## src/shared/dpll_lock_params.svh

```systemverilog
// offsets, field positions, reset values and limits of the lock detector and tuning-word filter
`ifndef DPLL_LOCK_PARAMS_SVH
`define DPLL_LOCK_PARAMS_SVH

// register indices; byte address is four times the index
`define IDX_BW_CH0 16'h1009
`define IDX_BW_CH1 16'h1409
`define IDX_CLR_CH0 16'h200b
`define IDX_CLR_CH1 16'h2010
`define IDX_MODE_CH0 16'h2105
`define IDX_MODE_CH1 16'h2205
`define IDX_FLAGS_CH0 16'h3010
`define IDX_FLAGS_CH1 16'h3015
`define IDX_STATUS_CH0 16'h3100
`define IDX_STATUS_CH1 16'h3200
`define IDX_LVL_LO_CH0 16'h3109
`define IDX_LVL_LO_CH1 16'h3209
`define IDX_LVL_HI_CH0 16'h310a
`define IDX_LVL_HI_CH1 16'h320a
`define IDX_THR_CH0 16'h0500
`define IDX_THR_CH1 16'h0600
`define IDX_RATE_CH0 16'h0501
`define IDX_RATE_CH1 16'h0601

// field positions
`define BIT_STATUS_LOCK 1
`define BIT_EV_LOCKED 0
`define BIT_EV_UNLOCKED 1
`define BIT_MODE_FREERUN 0
`define RATE_FILL_LSB 0
`define RATE_DRAIN_LSB 8

// reset values
`define RST_BW 4'h0
`define RST_THR 24'h0003e8
`define RST_FILL 8'h01
`define RST_DRAIN 8'h01

// detector level bounds and marks
`define LVL_EMPTY 14'sh3800
`define LVL_FULL 14'sh07ff
`define LVL_HIGH_MARK 14'sh0400
`define LVL_LOW_MARK 14'sh3bff

// filter
`define TW_FRAC_BITS 16
`define FILT_BASE_SHIFT 5'h03

`endif

```

## src/shared/dpll_lock_pkg.sv

```systemverilog
// types shared by the lock detector and tuning-word filter block
package dpll_lock_pkg;

  typedef struct packed {
    logic valid;
    logic signed [31:0] err_ps;
  } phase_sample_t;

  typedef enum {
    SEL_NONE,
    SEL_BW,
    SEL_CLR,
    SEL_MODE,
    SEL_FLAGS,
    SEL_STATUS,
    SEL_LVL_LO,
    SEL_LVL_HI,
    SEL_THR,
    SEL_RATE
  } reg_sel_t;

  typedef struct packed {
    logic hit;
    logic ch;
    reg_sel_t sel;
  } reg_dec_t;

endpackage

```

## src/rtl/dpll_lock_nco.sv

```systemverilog
// two-channel phase lock detector and nco tuning-word filter with apb registers
// Function
// - tuning word passes single-pole unity-gain lowpass
// - 4-bit code sets filter corner
// - settling time doubles per bandwidth code
// - new freerun word glides, never jumps
// - each channel has own detector and filter
// - status bit 1 shows live lock
// - sticky bits catch lock and unlock transitions
// - level spans -2048 to +2047, saturating
// - fill and drain rates are 8-bit
// - lock above 1024, unlock below -1025
// - level readable through two byte registers
// - every sample outside freerun and holdover gives exactly one update
// - threshold is 24-bit picoseconds
// - magnitude within threshold fills, else drains
// - slew limiting suppresses fills
// - zero fill rate blocks locking, zero drain rate blocks unlocking except by freerun or holdover
// - freerun or holdover reports unlocked
// - mode bit 0 selects freerun
`timescale 1ns/1ps
`default_nettype none
`include "dpll_lock_params.svh"

module dpll_lock_nco #(
  parameter int TW_W = 48
) (
  input wire logic CLK,
  input wire logic RSTN,
  input wire logic PSEL,
  input wire logic PENABLE,
  input wire logic PWRITE,
  input wire logic [15:0] PADDR,
  input wire logic [31:0] PWDATA,
  output logic [31:0] PRDATA,
  output logic PREADY,
  output logic PSLVERR,
  input wire dpll_lock_pkg::phase_sample_t [1:0] PHASE_SAMPLE,
  input wire logic [1:0] SLEW_ACTIVE,
  input wire logic [1:0] HOLDOVER,
  input wire logic [1:0][TW_W-1:0] TW_IN,
  output logic [1:0][TW_W-1:0] TW_OUT,
  output logic [1:0] FREERUN,
  output logic [1:0] PHASE_LOCK
);
  import dpll_lock_pkg::*;

  localparam logic [15:0] IDX_BW [2] = '{`IDX_BW_CH0, `IDX_BW_CH1};
  localparam logic [15:0] IDX_CLR [2] = '{`IDX_CLR_CH0, `IDX_CLR_CH1};
  localparam logic [15:0] IDX_MODE [2] = '{`IDX_MODE_CH0, `IDX_MODE_CH1};
  localparam logic [15:0] IDX_FLAGS [2] = '{`IDX_FLAGS_CH0, `IDX_FLAGS_CH1};
  localparam logic [15:0] IDX_STATUS [2] = '{`IDX_STATUS_CH0, `IDX_STATUS_CH1};
  localparam logic [15:0] IDX_LVL_LO [2] = '{`IDX_LVL_LO_CH0, `IDX_LVL_LO_CH1};
  localparam logic [15:0] IDX_LVL_HI [2] = '{`IDX_LVL_HI_CH0, `IDX_LVL_HI_CH1};
  localparam logic [15:0] IDX_THR [2] = '{`IDX_THR_CH0, `IDX_THR_CH1};
  localparam logic [15:0] IDX_RATE [2] = '{`IDX_RATE_CH0, `IDX_RATE_CH1};
  localparam int FRAC = `TW_FRAC_BITS;
  localparam int ACC_W = TW_W + FRAC;

  function automatic reg_dec_t decode(input logic [15:0] addr);
    reg_dec_t d;
    logic [13:0] w;
    d.hit = 1'b0;
    d.ch = 1'b0;
    d.sel = SEL_NONE;
    w = addr[15:2];
    for (int c = 0; c < 2; c++) begin
      if (w == IDX_BW[c][13:0]) begin
        d.sel = SEL_BW;
        d.ch = c[0];
      end else if (w == IDX_CLR[c][13:0]) begin
        d.sel = SEL_CLR;
        d.ch = c[0];
      end else if (w == IDX_MODE[c][13:0]) begin
        d.sel = SEL_MODE;
        d.ch = c[0];
      end else if (w == IDX_FLAGS[c][13:0]) begin
        d.sel = SEL_FLAGS;
        d.ch = c[0];
      end else if (w == IDX_STATUS[c][13:0]) begin
        d.sel = SEL_STATUS;
        d.ch = c[0];
      end else if (w == IDX_LVL_LO[c][13:0]) begin
        d.sel = SEL_LVL_LO;
        d.ch = c[0];
      end else if (w == IDX_LVL_HI[c][13:0]) begin
        d.sel = SEL_LVL_HI;
        d.ch = c[0];
      end else if (w == IDX_THR[c][13:0]) begin
        d.sel = SEL_THR;
        d.ch = c[0];
      end else if (w == IDX_RATE[c][13:0]) begin
        d.sel = SEL_RATE;
        d.ch = c[0];
      end
    end
    d.hit = (d.sel != SEL_NONE) && (addr[1:0] == 2'b00);
    return d;
  endfunction

  // magnitude ignoring sign; the most negative error maps to 2^31, above any threshold
  function automatic logic [31:0] err_mag(input logic signed [31:0] e);
    logic [31:0] m;
    m = 32'(e);
    if (e[31]) begin
      m = 32'(-e);
    end
    return m;
  endfunction

  // one bucket per sample, clamped at both ends of the tub rather than wrapping
  function automatic logic signed [13:0] level_step(input logic signed [13:0] cur, input logic [7:0] fill,
    input logic [7:0] drain, input logic up);
    logic signed [13:0] nx;
    if (up) begin
      nx = cur + $signed({6'h00, fill});
      if (nx > `LVL_FULL) begin
        nx = `LVL_FULL;
      end
    end else begin
      nx = cur - $signed({6'h00, drain});
      if (nx < `LVL_EMPTY) begin
        nx = `LVL_EMPTY;
      end
    end
    return nx;
  endfunction

  // hysteresis: between the marks the previous indication holds
  function automatic logic lock_mark(input logic signed [13:0] lvl, input logic prev);
    logic r;
    r = prev;
    if (lvl > `LVL_HIGH_MARK) begin
      r = 1'b1;
    end else if (lvl < `LVL_LOW_MARK) begin
      r = 1'b0;
    end
    return r;
  endfunction

  // reset release through two flops
  logic rst_meta_q;
  logic rst_n_q;
  always_ff @(posedge CLK or negedge RSTN) begin
    if (!RSTN) begin
      rst_meta_q <= 1'b0;
      rst_n_q <= 1'b0;
    end else begin
      rst_meta_q <= 1'b1;
      rst_n_q <= rst_meta_q;
    end
  end

  // apb: one wait state, read data and error registered with pready
  logic pready_q;
  logic pslverr_q;
  logic [31:0] prdata_q;
  logic [31:0] rdata_d;
  logic access;
  logic commit;
  reg_dec_t dec;

  assign access = PSEL & PENABLE;
  assign commit = access & pready_q;
  assign dec = decode(PADDR);

  logic [3:0] bw_q [2];
  logic mode_q [2];
  logic [23:0] thr_q [2];
  logic [7:0] fill_q [2];
  logic [7:0] drain_q [2];
  logic [1:0] ev_q [2];
  logic lock_q [2];
  logic signed [13:0] lvl_q [2];
  logic [ACC_W-1:0] acc_q [2];

  always_ff @(posedge CLK or negedge rst_n_q) begin
    if (!rst_n_q) begin
      pready_q <= 1'b0;
    end else begin
      pready_q <= access & ~pready_q;
    end
  end

  always_ff @(posedge CLK or negedge rst_n_q) begin
    if (!rst_n_q) begin
      prdata_q <= 32'h0000_0000;
      pslverr_q <= 1'b0;
    end else if (access & ~pready_q) begin
      // refused accesses answer with zero data, even on a mapped but unaligned address
      prdata_q <= (PWRITE | ~dec.hit) ? 32'h0000_0000 : rdata_d;
      pslverr_q <= ~dec.hit;
    end else begin
      prdata_q <= 32'h0000_0000;
      pslverr_q <= 1'b0;
    end
  end

  always_comb begin
    rdata_d = 32'h0000_0000;
    case (dec.sel)
      SEL_BW: rdata_d[3:0] = bw_q[dec.ch];
      SEL_MODE: rdata_d[`BIT_MODE_FREERUN] = mode_q[dec.ch];
      SEL_FLAGS: rdata_d[1:0] = ev_q[dec.ch];
      SEL_STATUS: rdata_d[`BIT_STATUS_LOCK] = lock_q[dec.ch];
      SEL_LVL_LO: rdata_d[7:0] = lvl_q[dec.ch][7:0];
      SEL_LVL_HI: rdata_d[7:0] = {{4{lvl_q[dec.ch][11]}}, lvl_q[dec.ch][11:8]};
      SEL_THR: rdata_d[23:0] = thr_q[dec.ch];
      SEL_RATE: rdata_d[15:0] = {drain_q[dec.ch], fill_q[dec.ch]};
      default: rdata_d = 32'h0000_0000;
    endcase
  end

  genvar g;
  generate
    for (g = 0; g < 2; g++) begin : gen_ch
      logic wr_hit;
      logic clr_lock;
      logic clr_unlock;
      logic open_loop;
      logic do_fill;
      logic [31:0] mag;
      logic signed [13:0] lvl_d;
      logic lock_d;
      logic lock_nx;
      logic [4:0] shift;
      logic signed [ACC_W:0] diff;
      logic signed [ACC_W:0] step;

      assign wr_hit = commit & PWRITE & dec.hit & (dec.ch == 1'(g));

      always_ff @(posedge CLK or negedge rst_n_q) begin
        if (!rst_n_q) begin
          bw_q[g] <= `RST_BW;
        end else if (wr_hit && dec.sel == SEL_BW) begin
          bw_q[g] <= PWDATA[3:0];
        end
      end

      always_ff @(posedge CLK or negedge rst_n_q) begin
        if (!rst_n_q) begin
          mode_q[g] <= 1'b0;
        end else if (wr_hit && dec.sel == SEL_MODE) begin
          mode_q[g] <= PWDATA[`BIT_MODE_FREERUN];
        end
      end

      always_ff @(posedge CLK or negedge rst_n_q) begin
        if (!rst_n_q) begin
          thr_q[g] <= `RST_THR;
          fill_q[g] <= `RST_FILL;
          drain_q[g] <= `RST_DRAIN;
        end else if (wr_hit && dec.sel == SEL_THR) begin
          thr_q[g] <= PWDATA[23:0];
        end else if (wr_hit && dec.sel == SEL_RATE) begin
          fill_q[g] <= PWDATA[`RATE_FILL_LSB +: 8];
          drain_q[g] <= PWDATA[`RATE_DRAIN_LSB +: 8];
        end
      end

      // filter: unity dc gain, corner halves per code step
      assign shift = bw_q[g] + `FILT_BASE_SHIFT;
      assign diff = $signed({1'b0, TW_IN[g], {FRAC{1'b0}}}) - $signed({1'b0, acc_q[g]});
      assign step = diff >>> shift;

      always_ff @(posedge CLK or negedge rst_n_q) begin
        if (!rst_n_q) begin
          acc_q[g] <= '0;
        end else begin
          acc_q[g] <= acc_q[g] + step[ACC_W-1:0];
        end
      end

      assign open_loop = mode_q[g] | HOLDOVER[g];
      assign mag = err_mag(PHASE_SAMPLE[g].err_ps);
      // slew limiting turns a would-be fill into a drain, so each sample still updates the level by the drain rate
      assign do_fill = (mag <= {8'h00, thr_q[g]}) & ~SLEW_ACTIVE[g];

      always_comb begin
        lvl_d = level_step(lvl_q[g], fill_q[g], drain_q[g], do_fill);
        lock_d = lock_mark(lvl_d, lock_q[g]);
      end

      always_ff @(posedge CLK or negedge rst_n_q) begin
        if (!rst_n_q) begin
          lvl_q[g] <= `LVL_EMPTY;
          lock_q[g] <= 1'b0;
        end else if (open_loop) begin
          lvl_q[g] <= `LVL_EMPTY;
          lock_q[g] <= 1'b0;
        end else if (PHASE_SAMPLE[g].valid) begin
          lvl_q[g] <= lvl_d;
          lock_q[g] <= lock_d;
        end
      end

      assign clr_lock = wr_hit && dec.sel == SEL_CLR && PWDATA[`BIT_EV_LOCKED];
      assign clr_unlock = wr_hit && dec.sel == SEL_CLR && PWDATA[`BIT_EV_UNLOCKED];
      // next lock value exactly as the lock register will take it
      assign lock_nx = open_loop ? 1'b0 : (PHASE_SAMPLE[g].valid ? lock_d : lock_q[g]);

      // a transition in the clearing cycle survives the clear
      always_ff @(posedge CLK or negedge rst_n_q) begin
        if (!rst_n_q) begin
          ev_q[g] <= 2'b00;
        end else begin
          ev_q[g][`BIT_EV_LOCKED] <= (lock_nx & ~lock_q[g]) | (ev_q[g][`BIT_EV_LOCKED] & ~clr_lock);
          ev_q[g][`BIT_EV_UNLOCKED] <= (~lock_nx & lock_q[g]) | (ev_q[g][`BIT_EV_UNLOCKED] & ~clr_unlock);
        end
      end

      always_ff @(posedge CLK or negedge rst_n_q) begin
        if (!rst_n_q) begin
          TW_OUT[g] <= '0;
          FREERUN[g] <= 1'b0;
          PHASE_LOCK[g] <= 1'b0;
        end else begin
          TW_OUT[g] <= acc_q[g][ACC_W-1:FRAC];
          FREERUN[g] <= mode_q[g];
          PHASE_LOCK[g] <= lock_q[g];
        end
      end
    end
  endgenerate

  assign PRDATA = prdata_q;
  assign PREADY = pready_q;
  assign PSLVERR = pslverr_q;

endmodule
`default_nettype wire

```

## config.mk

```make
export PLATFORM = sky130hd
export DESIGN_NAME = dpll_lock_nco
export DESIGN_NICKNAME = d
export VERILOG_FILES = /design/src/shared/dpll_lock_pkg.sv /design/src/rtl/dpll_lock_nco.sv
export VERILOG_INCLUDE_DIRS = /design/src /design/src/shared
export SDC_FILE = /design/constraint.sdc
export NUM_CORES = 2
export LEC_CHECK = 0
export BUFFER_PORTS_ARGS = -buffer_cell sky130_fd_sc_hd__buf_2
export CAP_MARGIN = 40
export CORE_ASPECT_RATIO = 1.5
export CORE_MARGIN = 4
export CORE_UTILIZATION = 40
export DETAILED_ROUTE_END_ITERATION = 8
export GPL_TIMING_DRIVEN = 0
export SYNTH_ARGS = -nofsm -noshare
export SYNTH_HDL_FRONTEND = slang
export SYNTH_SLANG_ARGS = --single-unit
```

## constraint.sdc

```tcl
create_clock -name CLK -period 13.7 [get_ports CLK]
set_clock_uncertainty 0.15 [all_clocks]
set_input_delay 0 -clock CLK [delete_from_list [all_inputs] [get_ports CLK]]
set_output_delay 0 -clock CLK [all_outputs]
set_load 0.1 [all_outputs]
```

==> reports/results.txt <==
largest net degree at the start of global routing: 69
Pins Over Slew Limit: 0
Starting Density: 40.5%
Mean Syn Cell Area: 8.01 µm²
number of global-route vias before repair: 40.3k
H-tree Lvls: 2
RD Place Congestion: 1.02
clk_lat worst skew: 0.62 ns
IO Pins: 353
YS warnings: 0
share of the synthesized area in the top cell type: 22.7%
Least-Margin Pin Slew: 1.01 ns
pre-CTS WS: 2.99 ns
Min-Delay Endpoint: thr_q[17]
Avg WL per Cell: 24.2 µm
CTS clk-pin slew, worst paths: 0.06 ns
cell taking the most area after synthesis: dfrtp_1
synth top area cells: dfrtp_1 23%, ha_1 9.8%, a21oi_1 5.2%, xnor2_1 4.9%, nand2_1 4.7%
final setup margin: 2.85 ns
hold_buf cts: 45
Synth Cell Area: 39500 µm²
Resized cells post-CTS: 0
Routed WL: 162000 µm
Max Cap Viol: 0
Num CTS Buffers: 43
Hold Path Cell Cnt: 3
Layout area overhead: 14.0%
Top delay family on crit path: buffers and inverters
sequential-to-total area share from yosys stat: 24.1%
DR iter-0 viols: 3030
CP endpoint kind: register
final hold violation count: 0
Core Util, Final: 46.1%
initial antenna violation count: 9
core footprint: 97600 µm²
Die W: 265 µm
CTS tree: yes
RSZ-0062 raised after global routing: false
FMAX: 92.2 MHz
number of vias per cell: 5.95
Post-CTS Setup Repair Bufs: 0
Worst slew margin: 31.8%
Final HPWL DP: 132000 µm
#FFs+latches synth: 380
# fillers: 9826
RR Startpoint: bw_q[0]
clk root buf: clkbuf_16
Longest Clk Path Bufs: 3
reg2reg setup slack: 2.85 ns
Crit path buffers/inverters: 10
Crit-path slowest cell: clkbuf_1
EDFF count, synth: 0
Nets: 5919
Netlist cell types: 106
outcome: completed
Max Fanout on Critical Path: 10
FF-to-FF End: acc_q[62]
Syn Inst Count: 4933
ys async rst share: 100%
CP Data Arrival Time: 11.19 ns
DRC Markers: 0
Setup crit start kind: register
post-route minimum period: 10.85 ns
Chip Height: 393 µm
Via Count: 39.9k
standard-cell rows: 140
most frequent cell after synthesis: nand2_1
global-route wire length before repair: 242000 µm
HP Start: PWDATA[17]
CP max stage delay: 0.72 ns
Synth Flop Type: dfrtp_1
Req. time, crit path: 14.04 ns
Hold Path Class: primary input to register
final setup vio count: 0
setup_tns: 0 ns
GRT Total Usage: 29.9%
1st-pass router iterations: 6
share of cells above drive strength 1: 12.9%
period utilisation layout: 79.2%
clock sink count: 380
critical path class: register to register
Final ANT Viol Nets: 0
IO buf count: 328
R2R depth: 32
Die ar.: 104000 µm²
GRT overflow: 0
most frequent cells after synthesis: 497 x nand2_1, 408 x a21oi_1, 404 x nor2_1, 358 x dfrtp_1, 310 x ha_1
-- sequential cells by signal (all words and copies together) (netlist names) --
name        flops
FREERUN         2
PHASE_LOCK      2
PRDATA         24
PREADY          1
PSLVERR         1
TW_OUT         96
acc_q         128
bw_q            8
drain_q        16
ev_q            4
fill_q         16
lock_q          2
lvl_q          28
mode_q          2
rst_meta_q      1
rst_n_q         1
thr_q          48
-- layer usage --
| metal | GRT usage [%] | wire length, µm |
|---|---|---|
| met1 | 33.4 | 61400 |
| met2 | 53.6 | 79600 |
| met3 | 3.95 | 8270 |
| met4 | 18.8 | 12500 |
| met5 | 0 | 41 |
-- tightest hold or removal path: cells and delay by family --
kind | cells | cell delay, ns
mux | 1 | 0.13
buf+inv | 2 | 0.63
-- metrics by stage --
step,instances,area [µm²],hold WS [ns]
floorplan,4940,39500,-0.446
global placement,6546,42800,-0.364
detailed placement,6571,43100,-0.363
CTS,6694,45000,0.00861
global route,6696,45000,0.0521
finish,6699,45000,0.0428
-- area by class of cell --
type	count	area, µm²	area share, %
clock inverter	20	233	0.517
sequential	380	9540	21.2
inverter	289	1080	2.41
tap	1278	1600	3.55
multi-input combinational	4012	27900	61.9
buffer	259	1020	2.27
antenna	4	10.0	0.0222
timing repair buffer	399	2430	5.40
clock buffer	58	1210	2.70
-- cell usage in the layout (no fill, tap or decap), types with 44 or more instances in the layout --
cell type      count
nand4_1           60
dfrtp_1          357
xnor2_1          220
a21o_1           179
nand2_1          497
nand3_1          103
mux2i_1          170
mux2_2           132
a21oi_1          408
xor2_1            83
nor3_1           102
a31oi_1           49
clkbuf_1         218
inv_1            287
mux4_2            44
nor2_1           404
dlygate4sd3_1     45
a211oi_1          69
ha_1             310
buf_2            336
clkbuf_16         44
o21a_1            60
or3_1             51
nand2b_1          55
o21ai_0          301
-- kinds of logic (layout without fill, tap and decap cells) --
logic type / after synthesis / in the layout / share of synthesized area (%)
compound gates: 1509 / 1509 / 24.8
xor+xnor: 303 / 303 / 6.72
fa+ha+maj: 316 / 316 / 10.1
buf+inv: 548 / 1025 / 5.34
flops: 380 / 380 / 24.1
mux: 346 / 346 / 10.6
other cells: 2 / 13 / 0.0190
simple gates: 1529 / 1529 / 18.3
-- worst max-delay path by stage --
stage / start / endpoint / slack (ns) / depth (start not counted)
floorplan: rst_n_q / FREERUN[0] / 2.21 / 0
global placement: rst_n_q / thr_q[38] / -2.61 / 0
detailed placement: bw_q[4] / acc_q[126] / 2.99 / 27
CTS: bw_q[0] / acc_q[62] / 2.97 / 32
global route: bw_q[0] / acc_q[49] / 2.31 / 31
finish: bw_q[0] / acc_q[62] / 2.85 / 32
Power is left out: the tool's default activity adds up to more than one toggle a clock period on the data nets, which glitch-free logic cannot reach.
